<file path="config.mk">
export PLATFORM = sky130hd
export DESIGN_NAME = i2csr_slave
export DESIGN_NICKNAME = d
export VERILOG_FILES = /design/src/core/i2csr_pkg.sv /design/src/core/i2csr_sync.sv /design/src/core/i2csr_byte_order.sv /design/src/core/i2csr_slave.sv
export VERILOG_INCLUDE_DIRS = /design/src /design/src/core
export SDC_FILE = /design/constraint.sdc
export NUM_CORES = 1
export LEC_CHECK = 0
export BUFFER_PORTS_ARGS = -buffer_cell sky130_fd_sc_hd__buf_2
export CORE_MARGIN = 2
export CORE_UTILIZATION = 30
export DETAILED_ROUTE_END_ITERATION = 7
export GPL_TIMING_DRIVEN = 0
export HOLD_SLACK_MARGIN = 0.1
export PLACE_DENSITY_LB_ADDON = 0.2
export SYNTH_ARGS = -nofsm -noshare
export SYNTH_HDL_FRONTEND = slang
export SYNTH_SLANG_ARGS = --single-unit
</file>
<file path="constraint.sdc">
create_clock -name CLK_I -period 2.6 [get_ports CLK_I]
set_input_delay 0.52 -clock CLK_I [delete_from_list [all_inputs] [get_ports CLK_I]]
set_output_delay 0.52 -clock CLK_I [all_outputs]
set_load 0.005 [all_outputs]
</file>
<file path="src/core/i2csr_consts.svh">
/*
  Constants for the two-wire register access slave: bus address, last
  bit index, table memory window and filter length.
  Assumes inclusion by bare name from the core files.
*/
`ifndef I2CSR_CONSTS_SVH
`define I2CSR_CONSTS_SVH

`define I2CSR_DEV_ADDR 7'h47
`define I2CSR_FILT_LEN 3
`define I2CSR_TBL_MASK 16'hF000
`define I2CSR_TBL_BASE 16'hF000
`define I2CSR_BIT_LAST 3'h7

`endif

</file>
<file path="src/core/i2csr_pkg.sv">
/*
  Types shared by the two-wire register access slave.
  Assumes the constants header is compiled alongside.
*/
package i2csr_pkg;

  // Register write handed to the internal register interface
  typedef struct packed {
    logic [15:0] addr;
    logic [15:0] data;
  } i2csr_wr_t;

  // Protocol phase of the slave
  typedef enum logic [2:0] {
    I2CSR_IDLE = 3'h0,
    I2CSR_ADDR = 3'h1,
    I2CSR_RECV = 3'h2,
    I2CSR_SEND = 3'h3,
    I2CSR_IGN = 3'h4
  } i2csr_state_t;

endpackage

</file>
<file path="src/core/i2csr_sync.sv">
/*
  Two-flop synchroniser followed by a glitch filter that counts consecutive differing samples.
  Assumes the input is asynchronous to CLK_I.
*/
`include "i2csr_consts.svh"

module i2csr_sync (
  input wire logic clk_i,
  input wire logic rst_i,
  input wire logic pin_i,
  output logic level_o
);

  logic meta_r;
  logic sync_r;
  logic [1:0] cnt_r;

  // --------------------------------------------------------------
  // Synchroniser
  // --------------------------------------------------------------
  always_ff @(posedge clk_i) begin
    if (rst_i) begin
      meta_r <= 1'b1;
      sync_r <= 1'b1;
    end else begin
      meta_r <= pin_i;
      sync_r <= meta_r;
    end
  end

  // --------------------------------------------------------------
  // Filter
  // --------------------------------------------------------------
  // Output follows only after the input held steady for the filter length
  always_ff @(posedge clk_i) begin
    if (rst_i) begin
      cnt_r <= 2'h0;
      level_o <= 1'b1;
    end else if (sync_r == level_o) begin
      cnt_r <= 2'h0;
    end else if (cnt_r == 2'(`I2CSR_FILT_LEN - 1)) begin
      cnt_r <= 2'h0;
      level_o <= sync_r;
    end else begin
      cnt_r <= cnt_r + 2'h1;
    end
  end

endmodule

</file>
<file path="src/core/i2csr_byte_order.sv">
/*
  Selects which half of a 16-bit word travels first on the bus.
  Assumes the swap select is a steady level from the same clock.
*/
module i2csr_byte_order (
  input wire logic swap_i,
  input wire logic [15:0] word_i,
  output logic [15:0] word_o
);

  // Swap: low byte goes first when set
  assign word_o = swap_i ? {word_i[7:0], word_i[15:8]} : word_i;

endmodule

</file>
<file path="src/core/i2csr_slave.sv">
/*
  Two-wire bus register access slave (target only).
  Assumes SCL_I and SDA_I are raw pin levels, the register read
  interface answers RD_DATA_I within one clock of RD_REQ_O, and
  the pad resolves the open-drain wire from SDA_OE_N_O.
*/
// What this block does
// - Target only; never drives clock or conditions
// - Data line only pulled low or released
// - Answers only its fixed seven-bit address
// - Data line changes only while clock low
// - Start and stop seen while clock high
// - Address byte: seven bits plus direction
// - Acknowledge matching address on ninth clock
// - Two bytes after write header set pointer
// - Every register access moves two bytes
// - Pointer advances per word until stop
// - Table memory space keeps pointer fixed
// - After stop return idle, await start
// - Byte order of words is selectable
`include "i2csr_consts.svh"

module i2csr_slave (
  input wire logic CLK_I,
  input wire logic RST_I,
  input wire logic SCL_I,
  input wire logic SDA_I,
  input wire logic SWAP_I,
  input wire logic [15:0] RD_DATA_I,
  output logic SDA_O,
  output logic SDA_OE_N_O,
  output logic WR_VALID_O,
  output i2csr_pkg::i2csr_wr_t WR_O,
  output logic RD_REQ_O,
  output logic [15:0] RD_ADDR_O,
  output logic BUSY_O
);

  // --------------------------------------------------------------
  // Input conditioning
  // --------------------------------------------------------------
  logic scl_f;
  logic sda_f;
  logic scl_d_r;
  logic sda_d_r;

  // Both lines pass two flops and a filter before any edge logic
  i2csr_sync u_scl_sync (
    .clk_i(CLK_I),
    .rst_i(RST_I),
    .pin_i(SCL_I),
    .level_o(scl_f)
  );
  i2csr_sync u_sda_sync (
    .clk_i(CLK_I),
    .rst_i(RST_I),
    .pin_i(SDA_I),
    .level_o(sda_f)
  );

  // Delayed copies for edge detection
  always_ff @(posedge CLK_I) begin
    if (RST_I) begin
      scl_d_r <= 1'b1;
      sda_d_r <= 1'b1;
    end else begin
      scl_d_r <= scl_f;
      sda_d_r <= sda_f;
    end
  end

  logic scl_rise;
  logic scl_fall;
  logic start_det;
  logic stop_det;

  // Conditions are data edges while clock stays high
  assign scl_rise = scl_f & ~scl_d_r;
  assign scl_fall = ~scl_f & scl_d_r;
  assign start_det = scl_f & scl_d_r & sda_d_r & ~sda_f;
  assign stop_det = scl_f & scl_d_r & ~sda_d_r & sda_f;

  // --------------------------------------------------------------
  // Protocol state
  // --------------------------------------------------------------
  i2csr_pkg::i2csr_state_t state_r;
  logic [2:0] bit_r;
  logic [7:0] shift_r;
  logic ack_phase_r;
  logic byte_hi_r;
  logic [1:0] ptr_cnt_r;
  logic [15:0] ptr_r;
  logic fixed_r;
  logic [7:0] hold_r;
  logic [15:0] tx_word_r;
  logic master_ack_r;
  logic [15:0] rx_word;
  logic [15:0] tx_word;
  logic [7:0] rx_byte;
  logic addr_match;
  logic addr_match_r;
  logic read_ack_slot;

  assign rx_byte = {shift_r[6:0], sda_f};
  assign addr_match = (rx_byte[7:1] == `I2CSR_DEV_ADDR);
  assign read_ack_slot = ack_phase_r;

  // Byte order applies to both directions
  i2csr_byte_order u_rx_order (
    .swap_i(SWAP_I),
    .word_i({hold_r, rx_byte}),
    .word_o(rx_word)
  );
  i2csr_byte_order u_tx_order (
    .swap_i(SWAP_I),
    .word_i(RD_DATA_I),
    .word_o(tx_word)
  );

  // Bit counter and shifter, sampled on clock rise; the master
  // owns every clock edge, we only follow it
  always_ff @(posedge CLK_I) begin
    if (RST_I) begin
      bit_r <= 3'h0;
      shift_r <= 8'h00;
      ack_phase_r <= 1'b0;
    end else if (start_det || stop_det) begin
      bit_r <= 3'h0;
      ack_phase_r <= 1'b0;
    end else if (scl_rise) begin
      if (ack_phase_r) begin
        ack_phase_r <= 1'b0;
        bit_r <= 3'h0;
      end else begin
        shift_r <= rx_byte;
        bit_r <= bit_r + 3'h1;
        ack_phase_r <= (bit_r == `I2CSR_BIT_LAST);
      end
    end
  end

  logic byte_done;
  assign byte_done = scl_rise & ~ack_phase_r & (bit_r == `I2CSR_BIT_LAST);

  // Phase machine
  always_ff @(posedge CLK_I) begin
    if (RST_I) begin
      state_r <= i2csr_pkg::I2CSR_IDLE;
    end else if (stop_det) begin
      state_r <= i2csr_pkg::I2CSR_IDLE;
    end else if (start_det) begin
      state_r <= i2csr_pkg::I2CSR_ADDR;
    end else if (scl_rise && ack_phase_r && state_r == i2csr_pkg::I2CSR_SEND
                 && master_ack_r) begin
      state_r <= i2csr_pkg::I2CSR_IGN; // Master NACK ends the read
    end else if (byte_done) begin
      unique case (state_r)
        i2csr_pkg::I2CSR_ADDR: begin
          if (!addr_match) begin
            state_r <= i2csr_pkg::I2CSR_IGN;
          end else if (rx_byte[0]) begin
            state_r <= i2csr_pkg::I2CSR_SEND;
          end else begin
            state_r <= i2csr_pkg::I2CSR_RECV;
          end
        end
        i2csr_pkg::I2CSR_IDLE,
        i2csr_pkg::I2CSR_RECV,
        i2csr_pkg::I2CSR_SEND,
        i2csr_pkg::I2CSR_IGN: begin
          state_r <= state_r;
        end
        default: begin
          state_r <= i2csr_pkg::I2CSR_IDLE;
        end
      endcase
    end
  end

  // Data line registered every clock; read as master acknowledge at the ack clock rise of a read byte
  always_ff @(posedge CLK_I) begin
    if (RST_I) begin
      master_ack_r <= 1'b0;
    end else begin
      master_ack_r <= sda_f;
    end
  end

  // --------------------------------------------------------------
  // Pointer and word assembly
  // --------------------------------------------------------------
  // Pointer bytes count from each write header; data from then on
  always_ff @(posedge CLK_I) begin
    if (RST_I) begin
      ptr_cnt_r <= 2'h0;
      ptr_r <= 16'h0000;
      fixed_r <= 1'b0;
      byte_hi_r <= 1'b0;
      hold_r <= 8'h00;
    end else if (stop_det) begin
      ptr_cnt_r <= 2'h0;
      byte_hi_r <= 1'b0;
    end else if (start_det) begin
      byte_hi_r <= 1'b0; // Repeated start keeps the pointer
    end else if (byte_done && state_r == i2csr_pkg::I2CSR_ADDR && addr_match
                 && !rx_byte[0]) begin
      ptr_cnt_r <= 2'h0;
    end else if (byte_done && state_r == i2csr_pkg::I2CSR_RECV) begin
      if (ptr_cnt_r == 2'h0) begin
        ptr_r[15:8] <= rx_byte;
        ptr_cnt_r <= 2'h1;
      end else if (ptr_cnt_r == 2'h1) begin
        ptr_r[7:0] <= rx_byte;
        fixed_r <= (({ptr_r[15:8], rx_byte} & `I2CSR_TBL_MASK) == `I2CSR_TBL_BASE);
        ptr_cnt_r <= 2'h2;
      end else if (!byte_hi_r) begin
        hold_r <= rx_byte;
        byte_hi_r <= 1'b1;
      end else begin
        byte_hi_r <= 1'b0;
        if (!fixed_r) begin
          ptr_r <= ptr_r + 16'h0001;
        end
      end
    end else if (byte_done && state_r == i2csr_pkg::I2CSR_SEND) begin
      byte_hi_r <= ~byte_hi_r;
      if (byte_hi_r && !fixed_r) begin
        ptr_r <= ptr_r + 16'h0001;
      end
    end
  end

  // Write word strobe, one cycle, after the second data byte
  always_ff @(posedge CLK_I) begin
    if (RST_I) begin
      WR_VALID_O <= 1'b0;
      WR_O <= '0;
    end else begin
      WR_VALID_O <= 1'b0;
      if (byte_done && state_r == i2csr_pkg::I2CSR_RECV && ptr_cnt_r == 2'h2
          && byte_hi_r && !start_det && !stop_det) begin
        WR_VALID_O <= 1'b1;
        WR_O.addr <= ptr_r;
        WR_O.data <= rx_word;
      end
    end
  end

  // Read request at the start of each word; data taken one cycle later
  logic rd_pend_r;
  always_ff @(posedge CLK_I) begin
    if (RST_I) begin
      RD_REQ_O <= 1'b0;
      RD_ADDR_O <= 16'h0000;
      rd_pend_r <= 1'b0;
      tx_word_r <= 16'h0000;
    end else begin
      RD_REQ_O <= 1'b0;
      rd_pend_r <= RD_REQ_O;
      if (rd_pend_r) begin
        tx_word_r <= tx_word;
      end
      if (byte_done && state_r == i2csr_pkg::I2CSR_ADDR && addr_match && rx_byte[0]) begin
        RD_REQ_O <= 1'b1;
        RD_ADDR_O <= ptr_r;
      end else if (scl_rise && ack_phase_r && state_r == i2csr_pkg::I2CSR_SEND
                   && !sda_f && byte_hi_r == 1'b0 && !addr_match_r) begin
        // Header acknowledge is our own pull; the first word was already
        // requested at the header, so asking again would repeat it
        RD_REQ_O <= 1'b1;
        RD_ADDR_O <= ptr_r;
      end
    end
  end

  // --------------------------------------------------------------
  // Data line driver
  // --------------------------------------------------------------
  // Set and released on clock fall, and also released on start or stop, so the line is steady while clock high;
  // we only ever pull low or release
  always_ff @(posedge CLK_I) begin
    if (RST_I) begin
      SDA_O <= 1'b0;
      SDA_OE_N_O <= 1'b1;
    end else if (start_det || stop_det) begin
      SDA_OE_N_O <= 1'b1;
    end else if (scl_fall) begin
      SDA_O <= 1'b0;
      SDA_OE_N_O <= 1'b1;
      if (ack_phase_r) begin
        // The phase has moved on by this fall, so the header
        // acknowledge keys off the held match, not the state
        if (addr_match_r || state_r == i2csr_pkg::I2CSR_RECV) begin
          SDA_OE_N_O <= 1'b0;
        end
      end else if (state_r == i2csr_pkg::I2CSR_SEND && !read_ack_slot) begin
        // Pull low for a zero bit, release for a one
        SDA_OE_N_O <= (byte_hi_r ? tx_word_r[3'h7 - bit_r] : tx_word_r[4'hF - {1'b0, bit_r}]);
      end
    end
  end

  // Address match held from the address byte until the next byte completes
  always_ff @(posedge CLK_I) begin
    if (RST_I) begin
      addr_match_r <= 1'b0;
    end else if (byte_done) begin
      addr_match_r <= (state_r == i2csr_pkg::I2CSR_ADDR) && addr_match;
    end
  end

  // Busy between a start and the stop that frees the bus
  always_ff @(posedge CLK_I) begin
    if (RST_I) begin
      BUSY_O <= 1'b0;
    end else if (stop_det) begin
      BUSY_O <= 1'b0;
    end else if (start_det) begin
      BUSY_O <= 1'b1;
    end
  end

endmodule

</file>
* Yosys cells after proc, flatten, opt, wreduce, memory -nomap -nowiden *
Index checks and enable logic that the tools add are counted.

cells by class
  bitwise operators = 24
  reduce and logical (&&, ||, !) cells = 55
  multiplexer cells = 41
  add/sub/neg operators = 6
  $lt $le $gt $ge = 2
  eq/ne operators = 22

operators with widths
  kind                                                              number
  16-bit two-way mux                                                9
  8-bit two-way mux                                                 4
  1-bit logical AND                                                 19
  3-bit inequality test (second input constant)                     6
  1-bit two-way mux                                                 17
  16-bit by 1-bit adder with 16-bit output (second input constant)  1
  8-bit AND reduction                                               2
  1-bit inverter                                                    15
  3-bit two-way mux                                                 4
  2-bit AND reduction                                               5
  2-bit nonzero test                                                5
  1-bit AND                                                         9
  3-bit OR reduction                                                3
  2-bit two-way mux                                                 4
  4-bit OR reduction                                                2
  7-bit == test (second input constant)                             1
  7-bit AND reduction                                               1
  2-bit == test (second input constant)                             3
  3-bit by 2-bit == test with 1-bit output (second input constant)  2
  3-bit == test (second input constant)                             2
  1-bit logical NOT                                                 6
  2-bit inequality test (second input constant)                     3
  3-bit one-hot mux with 2 select lines                             1
  3-bit AND reduction                                               2
  19 further kinds                                                  24

storage, ports and cells
  input bits = 21
  output and inout bits = 53
  flip-flop bits (word level) = 125
  word-level logic and storage cells = 183

* Longest topological paths before layout *
  word-level depth = 10
  mapped depth = 11

* Hierarchy *
From an unflattened synthesis, not the netlist that was laid out.

unflattened totals
  cells, all modules = 636
  area total of the unflattened synthesis = 5764.3 um^2

by module, submodules not included
  module            seq. area each (um^2)  cells an instance  instances  area each (um^2)
  i2csr_slave       2302.2                 572                1          4933.5
  i2csr_byte_order  0.0                    18                 2          249.0
  i2csr_sync        100.1                  14                 2          166.4

* Worst setup path after synthesis *
No wires, ideal clock.

  kind = register to register
  start point = register bit_r[0]
  end point = register RD_ADDR_O[10]
  data required time = 2.472 ns
  slack = 0.580 ns
  stages on the path, launching flop included = 11
  clock period less this slack = 2.020 ns
  buffers on the path = 3
  arrival time = 1.893 ns
  cell sequence = dfxtp_1 -> ha_1 -> ha_1 -> nor4bb_1 -> buf_4 -> nand4_1 -> o21ai_1 -> buf_4 -> buf_6 -> mux2i_1 -> nor2_1

on the way
  word-level cells in the longest chain between the ends = 6
  elaborated cells on any way between the ends = 7
  classes of those cells = 1 x eq/ne; 1 x mux; 1 x bitwise; 4 x reduce/logical

RTL lines
  element                                                          RTL line            RTL
  start, declared                                                  i2csr_slave.sv:87   logic [2:0] bit_r;
  start signal, assigned                                           i2csr_slave.sv:136  bit_r <= bit_r + 3'h1;
  3-bit == test (no source line) *                                 n/a
  1-bit AND *                                                      i2csr_slave.sv:143  assign byte_done = scl_rise & ~ack_phase_r & (bit_r == `I2CSR_BIT_LAST);
  1-bit logical AND * (3 in series)                                i2csr_slave.sv:263  if (byte_done && state_r == i2csr_pkg::I2CSR_ADDR && addr_match && rx_byte[0]) begin
  16-bit two-way mux / 2-bit nonzero test (equally long branches)  n/a
  end signal, assigned                                             i2csr_slave.sv:265  RD_ADDR_O <= ptr_r;
  end signal, assigned                                             i2csr_slave.sv:271  RD_ADDR_O <= ptr_r;
  end, declared                                                    i2csr_slave.sv:35   output logic [15:0] RD_ADDR_O,

Mark *: on every way between the ends. The rest lies on a longest branch, timed or not.
A chain may end at the register's enable or synchronous reset.

* Final worst setup path *
  start point = register bit_r[2]
  end point = register WR_O[31] (netlist bit)

on the way
  word-level cells in the longest chain between the ends = 7

RTL lines
  element                          RTL line            RTL
  3-bit == test (no source line)   n/a
  1-bit AND                        i2csr_slave.sv:143
  1-bit logical AND (2 in series)  i2csr_slave.sv:240  if (byte_done && state_r == i2csr_pkg::I2CSR_RECV && ptr_cnt_r == 2'h2
  1-bit logical AND (3 in series)  i2csr_slave.sv:241  && byte_hi_r && !start_det && !stop_det) begin
  end, declared                    i2csr_slave.sv:33   output i2csr_pkg::i2csr_wr_t WR_O,

No other way between the ends.

==> reports/qor.txt <==
DPL Wire Length: 11,100 um
Register-to-Register Path Depth: 9
Cells on Worst Hold Path: 2
Mux contribution to synthesized area: 0.123
Final Cycle Share: 0.933
Slew HR: 0.484
Post-Syn Area: 5680 um^2
GRT met1 Usage: 0.216
Setup violations, final: 0
Leak pwr: 0.00259 uW
Starting DRT DRC Count: 274
N_diodes: 0
Register area share after synthesis: 0.441
Worst Slack Setup Final: 0.173 ns
Slowest cell delay on critical path: 0.43 ns
Syn Area/Cell: 9.15 um^2
Number of buffers on the longest clock path: 2
Total gr overflow: 0
Cts hold-fix bufs: 0
Outcome: completed
Slew Viols, Final: 0
Hold Path Sink: u_scl_sync.meta_r
Seq cells post-synth: 125
IO Count: 74
Highest fanout seen on the critical path: 10
Core Util, Final: 0.374
Critical Path Start Type: flop
Top FF cell, synth: dfxtp_1
Post-DR vias/cell: 4.97
Antenna viol nets, final: 0
Final hold violation count: 0
Yosys warnings: 0
Final Non-Filler Cells: 959
Tightest Pin Transition: 0.768 ns
Final worst path period need: 2.43 ns
Crit-path most repeated cell: buf_6
Simple-Gate Fraction of Synth Area: 0.192
Share of cells above drive strength 1: 0.239
Layout Area Growth over Synthesis: 22.8%
Net Count, Synth: 646
WP data required: 2.88 ns
Die Wd: 142 um
Post-synthesis adder-cell area fraction: 0.0110
Power per standard cell area: 659 nW/um^2
CORE AREA: 18,600 um^2
Drt pass-1 iters: 6
Starting Density: 0.304
Slowest CP cell: dfxtp_1
Max-cap viol count: 0
Unrepaired setup endpoints after global routing: no
Antenna violations before repair: 0
Largest family of logic cells by synthesized area: simple AND/OR/NAND/NOR gates
NumNets Final: 738
GRT busiest layer: met2
Die Ht: 142 um
Syn Inst Count: 620
CTS tree: yes
CP endpoint kind: flop
Synth Area in XOR/XNOR: 0.00772
Clock skew: 0.00699 ns
Vias in the first global route: 4,575
Met3 Use GR: 0.0358
DRC: 0
CTS Sinks: 125
Crit path cell chain: ha_1 -> nor4bb_1 -> buf_4 -> and2_4 -> buf_6 -> nand4b_1 -> buf_6 -> nand2_1 -> a21oi_1
Clk_lat worst skew: 0.42 ns
Compound-gate portion of the synthesized area: 0.165
Worst hold start: SCL_I
First-pass GRT wire length: 24,600 um
Routed len/inst: 16.1 um
Final TNS setup: 0 ns
Peak VDD IR: 0.000431 V
Post-synth EDFFs: 0
Ys async rst share: 0
IO buf count: 71
Dpl cells: 925
Reg area: 2500 um^2
Clock slew at the register clock pins of the worst setup and hold paths: 0.06 ns
Largest net degree at the start of global routing: 17
Worst Setup Slack post-DPL: 0.0188 ns
Root Driver: clkbuf_16
Total GRT Usage: 0.158
Number of buffers created by CTS: 17
Htree depth: 4
Row cnt: 50
RR Startpoint: bit_r[2]
WS Path Type: reg -> reg
Total die area: 20,000 um^2
Fmax: 412 MHz
RR Endpoint: WR_O[31]
Flop2flop setup slack: 0.17 ns
Worst hold path class: in -> reg
Critical path launch point: bit_r[2]
Number of library cell types mapped by synthesis: 64
RePlAce Congestion: 0.866
WL final: 15,500 um
Critical path arrival: 2.71 ns
Met2 Usage GRT: 0.246
Routed vias: 4,765
Multi-input gate area: 2840 um^2
Fillcell total: 1,929
-- synth_stat cells, drive strengths merged (2+ instances only) --
master	number	area (um^2)
a2111oi	2	17.5
a211oi	32	310
a21o	3	22.5
a21oi	47	269
a22oi	2	15.0
a31oi	6	37.5
and2	5	33.8
and3	5	31.3
and4	2	17.5
and4b	3	31.3
buf	22	185
clkbuf	28	109
dfxtp	125	2500
ha	5	62.6
inv	12	45.0
mux2	2	22.5
mux2i	61	611
mux4	3	67.6
nand2	69	284
nand2b	4	25.0
nand3	14	70.1
nand3b	2	15.0
nand4	4	25.0
nor2	82	310
nor2b	4	25.0
nor3	6	30.0
nor3b	4	30.0
nor4b	2	23.8
nor4bb	2	20.0
o211ai	2	15.0
o21ai	20	100
o31a	3	26.3
o32ai	6	52.6
or2	4	25.0
or3	9	56.3
xnor2	4	35.0
-- sequential cells by signal, indices dropped and copies added (netlist names), 2 cells and up --
| signal | flops |
|---|---|
| hold_r | 8 |
| bit_r | 3 |
| shift_r | 7 |
| u_scl_sync.cnt_r | 2 |
| ptr_r | 16 |
| RD_ADDR_O | 16 |
| state_r | 3 |
| ptr_cnt_r | 2 |
| u_sda_sync.cnt_r | 2 |
| tx_word_r | 16 |
| WR_O | 32 |
-- critical path: cells and delay by family (launching register included) --
| kind | cells | cell delay (ns) |
|---|---|---|
| simple gates | 4 | 0.93 |
| buf+inv | 3 | 0.66 |
| flops | 1 | 0.43 |
| fa+ha+maj | 1 | 0.22 |
| compound gates | 1 | 0.06 |
-- routing by layer --
| metal | up-vias | share of wire |
|---|---|---|
| met2 | 104 | 0.44 |
| met1 | 2265 | 0.51 |
| met5 | - | 0 |
| met3 | 19 | 0.042 |
| met4 | 0 | 0.014 |
| li1 | 2377 | - |
-- timing repair --
item                       in CTS  in global routing
buffers inserted                0                  2
resized for setup               0                  1
setup endpoints to repair       0                  9
-- area by class of cell --
class                           count  area share
Buffer                             50      0.0422
Clock buffer                       21      0.0661
Clock inverter                     11      0.0237
Inverter                           12     0.00646
Multi-Input combinational cell    433       0.407
Sequential cell                   125       0.359
Tap cell                          234      0.0420
Timing Repair Buffer               73      0.0532
-- power breakdown --
part           switching, uW  internal (uW)  total [uW]
logic                   80.0           43.8         124
clock network            887           1650        2540
registers               8.56           1920        1930
total                    975           3620        4590
-- cells in the final DEF, fill, tap and decap left out, drive strengths merged, types with 2 or more instances in the layout --
cell type	n
and4b	3
nor4bb	2
and2	5
nor3	6
nand3	14
bufinv	4
xnor2	4
inv	12
clkbuf	49
mux2	2
nand2	69
mux4	3
a22oi	2
mux2i	61
a211oi	32
nor2	82
or3	9
a21o	3
dfxtp	125
and3	5
o31a	3
nor4b	2
a2111oi	2
nand3b	2
nand2b	4
o211ai	2
o21ai	20
clkinv	6
o32ai	6
nand4	4
buf	95
and4	2
ha	5
nor2b	4
nor3b	4
a31oi	6
or2	4
a21oi	47
-- kinds of logic after synthesis --
group | count (synthesis)
simple gates | 225
buf+inv | 62
mux | 66
flops | 125
xor+xnor | 5
other cells | 1
compound gates | 131
fa+ha+maj | 5
-- per-stage QoR --
step / total power (uW) / hold slack [ns] / area [um^2]
global placement: 2100 / 0.400 / 6320
CTS: 4640 / 0.281 / 6950
floorplan: 2050 / 0.389 / 5680
detailed placement: 2100 / 0.400 / 6320
global route: 4720 / 0.293 / 6970
finish: 4590 / 0.299 / 6970
-- worst max-delay path by stage --
stage                     to  slack (ns)  depth (start not counted)
2_1_floorplan  RD_ADDR_O[10]        0.58                         10
3_3_place_gp   RD_ADDR_O[11]        0.07                          9
3_5_place_dp   RD_ADDR_O[11]        0.02                          9
4_1_cts        RD_ADDR_O[15]       0.002                          9
5_1_grt         RD_ADDR_O[8]        0.01                          9
6_report            WR_O[31]        0.17                          9
Note: power is estimated with default switching activity, not from simulation.
